### config.mk
export PLATFORM = sky130hd
export DESIGN_NAME = fps_flash_partition_regs
export DESIGN_NICKNAME = d
export VERILOG_FILES = /design/src/fps_pkg.sv /design/src/fps_ro_word.sv /design/src/fps_flash_partition_regs.sv
export SDC_FILE = /design/constraint.sdc
export NUM_CORES = 1
export LEC_CHECK = 0
export ABC_AREA = 1
export BUFFER_PORTS_ARGS = -buffer_cell sky130_fd_sc_hd__clkbuf_2
export CAP_MARGIN = 20
export CORE_MARGIN = 4
export CORE_UTILIZATION = 40
export DETAILED_ROUTE_END_ITERATION = 7
export GPL_ROUTABILITY_DRIVEN = 1
export PLACE_DENSITY = 0.91
export SLEW_MARGIN = 10
export SYNTH_ARGS = -nofsm -noshare
export SYNTH_HDL_FRONTEND = slang
export SYNTH_SLANG_ARGS = --single-unit
export TNS_END_PERCENT = 10
### constraint.sdc
create_clock -name core_clk -period 2.2 [get_ports core_clk]
set_input_delay 0.11 -clock core_clk [delete_from_list [all_inputs] [get_ports core_clk]]
set_output_delay 0.11 -clock core_clk [all_outputs]
set_load 0.1 [all_outputs]
### src/fps_pkg.sv
// package of offsets, field layouts and constants for the flash partition size registers
package fps_pkg;
  // ==========================================================
  // register offsets (byte addresses, one aligned word each)
  localparam logic [11:0] FPS_OFF_USER_BASE = 12'h000;
  localparam logic [11:0] FPS_OFF_PROG_SIZE = 12'h004;
  localparam logic [11:0] FPS_OFF_BOOT_SIZE = 12'h008;
  localparam logic [11:0] FPS_OFF_GEOMETRY = 12'h00c;
  // ==========================================================
  // user program base field
  localparam int FPS_BASE_LSB = 11;
  localparam int FPS_BASE_MSB = 19;
  localparam int FPS_BASE_WIDTH = 9;
  localparam logic [8:0] FPS_BASE_RESET = 9'h000;
  // ==========================================================
  // fixed sizes in bytes
  localparam logic [31:0] FPS_PROG_SIZE_16K = 32'h0000_4000;
  localparam logic [31:0] FPS_PROG_SIZE_32K = 32'h0000_8000;
  localparam logic [31:0] FPS_PROG_SIZE_64K = 32'h0001_0000;
  localparam logic [31:0] FPS_PROG_SIZE_128K = 32'h0002_0000;
  localparam logic [31:0] FPS_PROG_SIZE_256K = 32'h0004_0000;
  localparam logic [31:0] FPS_BOOT_SIZE = 32'h0000_0c00;
  // array geometry: page 1 KB, row 128 bytes
  localparam logic [15:0] FPS_PAGE_BYTES = 16'h0400;
  localparam logic [15:0] FPS_ROW_BYTES = 16'h0080;
  localparam logic [31:0] FPS_READ_ZERO = 32'h0000_0000;
endpackage : fps_pkg

### src/fps_ro_word.sv
// read-only constant word with a compare against a read address
`timescale 1ns/1ps
module fps_ro_word
  import fps_pkg::*;
#(
  parameter logic [11:0] OFFSET = 12'h000,
  parameter logic [31:0] VALUE = 32'h0000_0000
) (
  // access
  input wire logic [11:0] addr,
  // result
  output logic hit,
  output logic [31:0] word
);
  assign hit = (addr == OFFSET);
  assign word = hit ? VALUE : FPS_READ_ZERO;
endmodule : fps_ro_word

### src/fps_flash_partition_regs.sv
// apb register bank for program flash partition base and flash sizes
//
// Design decisions made here: the APB interface to the registers and the register offsets.
`timescale 1ns/1ps
module fps_flash_partition_regs
  import fps_pkg::*;
#(
  parameter logic [31:0] PROG_SIZE = FPS_PROG_SIZE_256K
) (
  // clock and reset
  input wire logic core_clk,
  input wire logic rst,
  // apb slave
  input wire logic psel,
  input wire logic penable,
  input wire logic pwrite,
  input wire logic [11:0] paddr,
  input wire logic [31:0] pwdata,
  input wire logic [3:0] pstrb,
  output logic [31:0] prdata,
  output logic pready,
  output logic pslverr,
  // partition outputs
  output logic [31:0] userBaseAddr,
  output logic userRegionEnabled
);
  // ==========================================================
  // state
  typedef struct packed {
    logic [8:0] baseField;
    logic [31:0] readData;
    logic slvErr;
  } fps_state_type;

  fps_state_type state;
  fps_state_type next_state;
  logic setupCycle;
  logic [31:0] userBaseWord;
  logic progHit;
  logic bootHit;
  logic [31:0] progWord;
  logic [31:0] bootWord;
  logic knownAddr;
  logic accessPhase;
  logic baseWrite;
  logic readSetup;
  logic unmappedAddr;

  // ==========================================================
  // read-only size words
  fps_ro_word #(.OFFSET(FPS_OFF_PROG_SIZE), .VALUE(PROG_SIZE)) uProgSize (
    .addr(paddr),
    .hit(progHit),
    .word(progWord)
  );
  fps_ro_word #(.OFFSET(FPS_OFF_BOOT_SIZE), .VALUE(FPS_BOOT_SIZE)) uBootSize (
    .addr(paddr),
    .hit(bootHit),
    .word(bootWord)
  );

  // ==========================================================
  // decode
  assign setupCycle = psel && !penable;
  // high and low bits forced to zero on the base word
  assign userBaseWord = {12'h000, state.baseField, 11'h000};
  assign knownAddr = progHit || bootHit || (paddr == FPS_OFF_USER_BASE) ||
                     (paddr == FPS_OFF_GEOMETRY);
  assign accessPhase = psel && penable;
  assign baseWrite = accessPhase && pwrite && (paddr == FPS_OFF_USER_BASE);
  assign readSetup = setupCycle && !pwrite;
  assign unmappedAddr = !knownAddr;

  always_comb begin
    next_state = state;
    if (setupCycle) begin
      next_state.slvErr = !knownAddr;
      next_state.readData = FPS_READ_ZERO;
      if (!pwrite) begin
        if (paddr == FPS_OFF_USER_BASE) begin
          next_state.readData = userBaseWord;
        end else if (paddr == FPS_OFF_GEOMETRY) begin
          next_state.readData = {FPS_PAGE_BYTES, FPS_ROW_BYTES};
        end else begin
          next_state.readData = progWord | bootWord;
        end
      end
    end
    // write lands at the access edge; only bits 19..11 are stored
    if (psel && penable && pwrite && paddr == FPS_OFF_USER_BASE) begin
      if (pstrb[1]) begin
        next_state.baseField[4:0] = pwdata[15:11];
      end
      if (pstrb[2]) begin
        next_state.baseField[8:5] = pwdata[19:16];
      end
    end
  end

  always_ff @(posedge core_clk or posedge rst) begin
    if (rst) begin
      state <= '0;
    end else begin
      state <= next_state;
    end
  end

  // ==========================================================
  // outputs
  assign pready = psel && penable;
  assign prdata = state.readData;
  assign pslverr = psel && penable && state.slvErr;
  assign userBaseAddr = userBaseWord;
  // the device trusts software to keep the base within the array
  assign userRegionEnabled = (state.baseField != FPS_BASE_RESET);

  // ==========================================================
  // checks: stored base word
  chk_base_low_zero: assert property (@(posedge core_clk) disable iff (rst)
    userBaseAddr[10:0] == 11'h000 && userBaseAddr[31:20] == 12'h000)
    else $error("base reserved bits not zero");

  chk_base_write_lands: assert property (@(posedge core_clk) disable iff (rst)
    baseWrite && pstrb[2] && pstrb[1]
    |=> userBaseAddr[19:11] == $past(pwdata[19:11]))
    else $error("base write not stored");

  chk_base_partial_low: assert property (@(posedge core_clk) disable iff (rst)
    baseWrite && pstrb[1] && !pstrb[2]
    |=> userBaseAddr[15:11] == $past(pwdata[15:11]) &&
    userBaseAddr[19:16] == $past(userBaseAddr[19:16]))
    else $error("base low lane write wrong");

  chk_base_partial_high: assert property (@(posedge core_clk) disable iff (rst)
    baseWrite && pstrb[2] && !pstrb[1]
    |=> userBaseAddr[19:16] == $past(pwdata[19:16]) &&
    userBaseAddr[15:11] == $past(userBaseAddr[15:11]))
    else $error("base high lane write wrong");

  chk_base_no_strobe: assert property (@(posedge core_clk) disable iff (rst)
    baseWrite && !pstrb[1] && !pstrb[2] |=> $stable(userBaseAddr))
    else $error("base changed without strobes");

  chk_base_holds: assert property (@(posedge core_clk) disable iff (rst)
    !(psel && penable && pwrite && paddr == FPS_OFF_USER_BASE) |=> $stable(userBaseAddr))
    else $error("base changed without a write");

  chk_enable_after_write: assert property (@(posedge core_clk) disable iff (rst)
    baseWrite && pstrb[2] && pstrb[1] && pwdata[19:11] != 9'h000
    |=> userRegionEnabled)
    else $error("user region not enabled by base write");

  chk_reset_clears: assert property (@(posedge core_clk)
    $fell(rst) |-> userBaseAddr == 32'h0000_0000 && !userRegionEnabled)
    else $error("base not cleared by reset");

  chk_reset_read_zero: assert property (@(posedge core_clk)
    $fell(rst) |-> prdata == FPS_READ_ZERO && !pslverr)
    else $error("read path not cleared by reset");

  // ==========================================================
  // checks: register reads
  chk_prog_size_read: assert property (@(posedge core_clk) disable iff (rst)
    setupCycle && !pwrite && paddr == FPS_OFF_PROG_SIZE ##1 penable |-> prdata == PROG_SIZE)
    else $error("program size read wrong");

  chk_boot_size_read: assert property (@(posedge core_clk) disable iff (rst)
    setupCycle && !pwrite && paddr == FPS_OFF_BOOT_SIZE ##1 penable |-> prdata == 32'h0000_0c00)
    else $error("boot size read wrong");

  chk_geometry_read: assert property (@(posedge core_clk) disable iff (rst)
    setupCycle && !pwrite && paddr == FPS_OFF_GEOMETRY ##1 penable |-> prdata == 32'h0400_0080)
    else $error("geometry read wrong");

  chk_base_read_back: assert property (@(posedge core_clk) disable iff (rst)
    setupCycle && !pwrite && paddr == FPS_OFF_USER_BASE ##1 penable
    |-> prdata[31:20] == 12'h000 && prdata[10:0] == 11'h000)
    else $error("base read shows reserved bits");

  chk_base_read_value: assert property (@(posedge core_clk) disable iff (rst)
    readSetup && paddr == FPS_OFF_USER_BASE ##1 penable |-> prdata == userBaseAddr)
    else $error("base read differs from stored base");

  chk_read_data_holds: assert property (@(posedge core_clk) disable iff (rst)
    !setupCycle |=> $stable(prdata))
    else $error("read data changed outside a setup cycle");

  // ==========================================================
  // checks: bus answer
  chk_unmapped_error: assert property (@(posedge core_clk) disable iff (rst)
    setupCycle && unmappedAddr ##1 penable |-> pslverr && prdata == FPS_READ_ZERO)
    else $error("unmapped access not refused");

  chk_mapped_no_error: assert property (@(posedge core_clk) disable iff (rst)
    setupCycle && !unmappedAddr ##1 penable |-> !pslverr)
    else $error("mapped access refused");

  chk_ro_write_quiet: assert property (@(posedge core_clk) disable iff (rst)
    setupCycle && pwrite && (progHit || bootHit) ##1 penable
    |-> !pslverr && $stable(userBaseAddr))
    else $error("size register write had an effect");

  chk_idle_quiet: assert property (@(posedge core_clk) disable iff (rst)
    !psel |-> !pready && !pslverr)
    else $error("answer outside a transfer");

  // ==========================================================
  // coverage of the main scenarios
  cov_base_write: cover property (@(posedge core_clk) disable iff (rst)
    psel && penable && pwrite && paddr == FPS_OFF_USER_BASE);

  cov_size_read: cover property (@(posedge core_clk) disable iff (rst)
    psel && penable && !pwrite && paddr == FPS_OFF_PROG_SIZE);

  cov_bad_addr: cover property (@(posedge core_clk) disable iff (rst) pslverr);

  cov_partial_strobe: cover property (@(posedge core_clk) disable iff (rst)
    baseWrite && (pstrb[1] != pstrb[2]));

  cov_reset_after_write: cover property (@(posedge core_clk)
    baseWrite ##[1:3] rst);
endmodule : fps_flash_partition_regs

# == After elaboration in Yosys (flattened, before gate mapping) ==
# Index checks and enable logic that the tools add are counted.
# word_totals
register_bits,42
inputBits,53
out_inout_bits,67
elab_cells,27
# op_classes
n_eq_ne,3
muxes,5
n_bitwise,1
n_reduce_logical,14
# ops
cell,count
$mux W32,3
$or A32 B32 Y32,1
$eq A12 B4 Y1 const B,2
$mux W19,1
$eq A12 B3 Y1 const B,1
$logic_not A12 Y1,1
$mux W12,1
$reduce_bool A9 Y1,1
$logic_and A1 B1 Y1,5
$reduce_and A2 Y1,2
$logic_or A1 B1 Y1,3
$logic_not A1 Y1,2

# == Depth between registers and ports, before layout ==
# Gate-level depths: netlist (run 1).
# depth
word_depth,6
mapped_depth,7
depth_no_buf,7

# == Modules after synthesis ==
# Synthesis (run 1) repeated with hierarchy kept, for this count alone.
# unflattened
cells_unflattened,466
hier_area_um2,3424.5
# by_module_without_submodules
module,n_inst,cells_per_inst,area_per_inst_um2,seq_area_each_um2
fps_flash_partition_regs,1,364,2788.9,1051.0
fps_ro_word,2,51,317.8,0.0

# == Worst setup path after synthesis (run 1) ==
# Ideal clock, no wire load.
# synth_timing
path_type,register -> output
startpoint,reg state[0] (netlist name)
endpoint,out pslverr
t_arrival_ns,1.603
required_ns,2.090
slack_ns,0.487
stages_incl_launch_ff,3
n_path_buf,0
path_cell_list,dfrtp_1 > inv_1 > nor2_1
# synth_via
elab_chain_cells,1
# synth_rtl
element,line_no,text
from (decl),fps_flash_partition_regs.sv:35,fps_state_type state;
from (signal assigned),fps_flash_partition_regs.sv:104,state <= next_state;
$logic_and A1 B1 Y1,fps_flash_partition_regs.sv:112,assign pslverr = psel && penable && state.slvErr;
to (decl),fps_flash_partition_regs.sv:22,"output logic pslverr,"
# Every way passes these cells.

# == Worst setup path in the final report (run 1) ==
# layout_timing
startpoint,reg state (netlist bit userBaseAddr[16])
endpoint,out userRegionEnabled
# layout_via
elab_chain_cells,1
# layout_rtl
element,line_no,text
$reduce_bool A9 Y1,fps_flash_partition_regs.sv:115,assign userRegionEnabled = (state.baseField != FPS_BASE_RESET);
to (decl),fps_flash_partition_regs.sv:25,output logic userRegionEnabled
# Every way passes these cells.

==> results of run 1 <==
[worst max-delay path: stages (launching register included)]
cell and delay, ns:
dfrtp_1 0.42, nor4_1 0.33, nand3_1 0.12, clkbuf_2 0.39
[per-stage QoR]
step	utilization	hold WS (ns)	setup slack [ns]	total power [uW]
after floorplan	-	0.0865	0.487	811
after global placement	0.426	0.259	0.826	780
after detailed placement	0.426	0.270	0.856	782
after CTS	0.443	0.0428	0.578	1030
after global routing	0.443	0.0481	0.500	1060
final	0.443	0.0463	0.572	1020
[power groups by stage]
stage,clock network [uW],registers [uW],logic [uW]
global route,266,386,404
detailed placement,0,394,388
CTS,250,386,390
global placement,0,394,387
finish,243,386,391
floorplan,0,394,417
[repair_timing]
action / 4_1_cts / 5_1_grt
setup buffers: 0 / 0
hold buffers: 1 / 0
hold endpoints to repair: 21 / 0
[final cells by class]
class / count / area share
timing repair buffer: 52 / 0.174
inverter: 10 / 0.0246
sequential: 21 / 0.345
tap: 46 / 0.0378
multi-input combinational: 135 / 0.388
clock inverter: 1 / 0.00328
clock buffer: 3 / 0.0271
[flip-flops by register name, summed over array words and instances (netlist names)]
name and flops:
prdata 11, state 1, userBaseAddr 9
[worst max path at each step]
stage,slack (ns),to
5_1_grt,0.50,userRegionEnabled
3_3_place_gp,0.83,userRegionEnabled
6_report,0.57,userRegionEnabled
3_5_place_dp,0.86,userRegionEnabled
2_1_floorplan,0.49,pslverr
4_1_cts,0.58,userRegionEnabled
[placed cells by master, fill, tap and decap left out]
| master | n |
|---|---|
| o21ai_0 | 1 |
| dfrtp_1 | 21 |
| inv_2 | 1 |
| nand3_1 | 3 |
| dlygate4sd3_1 | 1 |
| nor4_1 | 1 |
| nand2_2 | 2 |
| conb_1 | 43 |
| clkbuf_2 | 51 |
| a21oi_1 | 1 |
| clkbuf_8 | 3 |
| nand4_1 | 3 |
| nor3_1 | 1 |
| nand2_1 | 60 |
| nor2_2 | 1 |
| nand4_2 | 1 |
| nor2_1 | 12 |
| nor2_4 | 5 |
| nand3_4 | 1 |
| clkinv_2 | 1 |
| inv_1 | 9 |
[layer usage]
metal	GRT usage	vias up
met2	0.206	42
met4	0.0511	0
met5	0	-
met3	0.0259	2
met1	0.107	465
li1	-	532
[cells by family after synthesis]
logic type,after synthesis,synth area share
other,1,0.00253
AND/OR/NAND/NOR,90,0.284
AO/OA/AOI/OAI,2,0.00675
buffers and inverters,75,0.352
flip-flops,21,0.355
==> metrics.cfg, run 1 <==
[pwr]
pwr-share-comb = 0.383
seqPwrFrac = 0.378
powerDensity_nw_per_um2 = 670
ir_drop_mv = 0.206
p_int_uw = 536
p_leak_uw = 0.000953
clkPwrFrac = 0.238
switching_share = 0.475
power_switching_uw = 484

[placement]
place_area_um2 = 1470
hpwl_mm = 2.40
place_inst = 263
port_buffers = 51
routabilityCongestion = 0.762

[synthesis]
synth_top_area_cell = dfrtp_1
synthDistinctLibCells = 19
ys_top_cells_by_area = dfrtp_1, buf_4, nand2_1
synth_seq_cells = 21
synth_cells = 189
async_reset_ff_frac = 1.00
synth_top_cell_area_share = 0.355
avgSynthCellArea_um2 = 7.84
synth.most_common_cell = buf_4
synth_edf_count = 0
ys_seq_area_frac = 0.355
synth_ff_type = dfrtp_1
synth_common_cells = buf_4, nand2_1, dfrtp_1, nor2_1, inv_1
yosysWarnings = 0
netlist_area_um2 = 1480

[routing]
viasPerCell = 3.88
via_count = 1041
highest_layer = met4
drt-initial-drc-count = 41
wl_per_cell_um = 10.2
first_pass_iters = 4
drc = 0
wl_met2_mm = 1.46
met3_length_um = 263
route.layer.met1.wl_um = 985
wl_mm = 2.74
ant_nets = 0

[floorplanning]
die_area_um2 = 4740
design.core.area_um2 = 3440
die_w_um = 68.9
dieHeight_um = 68.9
rows = 21
io-pin-count = 120
start_util = 0.430

[timing]
period_share = 0.740
rsz0062_at_grt = false
slew_violations = 0
max-slew-margin-rel = 0.500
tns_ns = 0
finalHoldViolations = 0
finalSetupViolations = 0
fmax_ghz = 0.614
skew_ns = 0.00300
finalCriticalPeriod_ns = 1.63
worst_slew_pin_slew_ns = 0.750

[clock_tree]
insertion_delay_ns = 0.25
cts_max_path_buffers = 2
cts_buffers = 3
cts_root_buf = clkbuf_8
cts.sink_count = 21
cts_htree_levels = 1
cts_tree = yes
cts.clk_slew.worst_paths_ns = 0.07
cts_resized = 0

[layout]
fin_cells = 268
drive_gt1_frac = 0.297
fin_area_um2 = 1520
seq_area_um2 = 526
antennaDiodeCount = 0
syn2layout_area_growth_pct = 2.87
finalNetCount = 276
fill_cells = 364
multi_input_area_um2 = 592

[job]
maxCapViolations = 0

[global_route]
grt_pass1_vias = 940
overflow = 0
antenna_found_initial = 0
grt_pass1_wl_mm = 3.85
grt_usage = 0.107
grt_max_degree = 22

[outcome]
status = complete, no violations

[worst_setup_path]
end_kind = output port
rr_startpoint = userBaseAddr[18]
crit_arrival_ns = 1.52
crit_type = register to output port
r2r_cells = 4
crit_start = userBaseAddr[16]
r2r_slack_ns = 1.37
r2r_end = prdata[18]
worst_setup_path_start_kind = register
path_max_fanout = 4
cp.required_ns = 2.09

[worst_hold_path]
hold_end = userBaseAddr[15]
hold_depth = 3
hp-start = pwdata[15]
hp-class = primary input to register

Note: power is estimated with default switching activity, not from simulation.
==> inputs of run 2 (changes only) <==
- CORE_UTILIZATION: 40 -> 39
- PLACE_DENSITY: 0.91 -> 0.89
- clock period: 2.2 -> 1.6 ns (I/O delays scaled with it)
==> metrics.cfg, run 2 (synthesis results as in run 1) <==
[outcome]
status = complete, no violations

[worst_hold_path]
hp-start = pwdata[11]
hp-class = primary input to register

[placement]
hpwl_mm = 2.38  ; -0.83%
port_buffers = 51  ; unchanged
routabilityCongestion = 0.738  ; -3.1%
place_area_um2 = 1480  ; +0.85%
place_inst = 266  ; +1.1%

[worst_setup_path]
critPathTopFamily = simple AND/OR/NAND/NOR gates
crit_type = register to output port
crit_path_max_incr_delay_ns = 0.43  ; about the same
crit_arrival_ns = 1.44  ; -0.08 ns
worst_setup_path_start_kind = register
end_kind = output port
crit_buf_inv = 1  ; unchanged
path_max_fanout = 4  ; unchanged
worstPathCellList = nor4_2 > nand3_1 > clkbuf_4
cpMaxStageDelayCell = dfrtp_1
crit_start = userBaseAddr[16]
cp.required_ns = 1.52  ; -0.57 ns
rr_startpoint = userBaseAddr[18]
r2r_slack_ns = 0.73  ; -0.64 ns

[global_route]
antenna_found_initial = 0  ; unchanged
grt_pass1_vias = 973  ; +3.5%
grt_max_degree = 22  ; unchanged
overflow = 0  ; unchanged
grt_pass1_wl_mm = 4.28  ; +11%
grt_usage = 0.108  ; +0.000351

[clock_tree]
cts_root_buf = clkbuf_8
insertion_delay_ns = 0.25  ; about the same
cts.sink_count = 21  ; unchanged
cts_buffers = 3  ; unchanged
cts_max_path_buffers = 2  ; unchanged
cts_tree = yes
cts.clk_slew.worst_paths_ns = 0.07  ; about the same
cts_htree_levels = 1  ; unchanged

[layout]
fin_area_um2 = 1550  ; +1.4%
fill_cells = 369  ; +1.4%
finalNetCount = 277  ; +0.36%
syn2layout_area_growth_pct = 4.31
drive_gt1_frac = 0.309  ; +0.0121
final_cell_mix = nand2_1, clkbuf_2, conb_1
largest_reg_flops = 11  ; unchanged
antennaDiodeCount = 0  ; unchanged
fin_cells = 271  ; +1.1%
layout_commonest_cell = nand2_1

[floorplanning]
die_area_um2 = 4850  ; +2.3%
start_util = 0.405  ; -0.0257
rows = 22  ; +4.8%
design.core.area_um2 = 3660  ; +6.4%
dieHeight_um = 69.6  ; +1.1%
io-pin-count = 120  ; unchanged
die_w_um = 69.6  ; +1.1%

[timing]
max-slew-margin-rel = 0.504  ; +0.00402
skew_ns = 0.000740  ; -0.00226 ns
fmax_ghz = 0.660
finalCriticalPeriod_ns = 1.52
tns_ns = 0  ; unchanged
rsz0062_at_grt = false
finalHoldViolations = 0  ; unchanged
finalSetupViolations = 0  ; unchanged
slew_violations = 0  ; unchanged
worst_slew_pin_slew_ns = 0.744  ; -0.00603 ns
whs_ns = 0.0176  ; -0.0287 ns
period_share = 0.948

[pwr]
powerDensity_nw_per_um2 = 909  ; +36%
pwr-share-comb = 0.385  ; +0.002
p_total_uw = 1410  ; +38%
p_leak_uw = 0.000959  ; +0.64%
p_int_uw = 739  ; +38%
seqPwrFrac = 0.378  ; about the same
ir_drop_mv = 0.279  ; +35%
power_switching_uw = 666  ; +38%
clkPwrFrac = 0.237  ; about the same
switching_share = 0.474  ; -0.000623

[routing]
via_count = 1071  ; +2.9%
drt-initial-drc-count = 67  ; +63%
first_pass_iters = 4  ; unchanged
wl_mm = 2.77  ; +1.2%
ant_nets = 0  ; unchanged
wl_per_cell_um = 10.2  ; about the same
drc = 0  ; unchanged
viasPerCell = 3.95  ; +1.7%

[job]
maxCapViolations = 0  ; unchanged

==> run 2: routing by layer <==
| layer | vias to the layer above | share of wire | track usage |
|---|---|---|---|
| met2 | 58 | 0.52 | 0.193 |
| met3 | 8 | 0.12 | 0.0406 |
| met1 | 472 | 0.33 | 0.106 |
| met5 | - | 0 | 0 |
| met4 | 0 | 0.030 | 0.0596 |
| li1 | 533 | - | - |
==> run 2: timing repair <==
action                                 CTS  global route
resized for setup                        1             1
pin swaps                                0             0
endpoints found under the hold margin   21             0
buffers inserted                         0             0
hold buffers                             1             0
cloned                                   0             0
setup endpoints to repair                1             1
==> run 2: cell type report <==
cell class	count	area, um^2	area share
Timing Repair Buffer	53	275	0.178
Inverter	10	37.5	0.0243
Clock buffer	3	41.3	0.0267
Tap cell	48	60.1	0.0389
Multi-Input combinational cell	135	601	0.389
Sequential cell	21	526	0.340
Clock inverter	1	5.00	0.00324
==> run 2: tightest hold or removal path: stages <==
cell and delay, ns:
clkbuf_2 0.07, nand2_1 0.04, nand2_1 0.05
==> run 2: worst paths after layout <==
| path | end | depth (start not counted) |
|---|---|---|
| max in group asynchronous | userBaseAddr[12] | 3 |
| hold reg to reg | prdata[14] | 2 |
| min in group asynchronous | prdata[18] | 3 |
| setup reg to reg | prdata[18] | 4 |
| setup / recovery | userRegionEnabled | 3 |
| hold / removal | userBaseAddr[11] | 3 |
==> run 2: stage by stage <==
stage	setup WS, ns	utilization
2_1_floorplan	0.107	-
3_3_place_gp	0.235	0.404
3_5_place_dp	0.210	0.404
4_1_cts	0.0201	0.420
5_1_grt	0.00507	0.422
6_report	0.0840	0.422
==> run 2: power by group through the flow <==
| stage | clock network (uW) | logic [uW] | registers [uW] |
|---|---|---|---|
| 3_5_place_dp | 0 | 537 | 541 |
| 2_1_floorplan | 0 | 574 | 541 |
| 5_1_grt | 353 | 557 | 531 |
| 4_1_cts | 336 | 539 | 531 |
| 3_3_place_gp | 0 | 534 | 541 |
| 6_report | 333 | 541 | 531 |
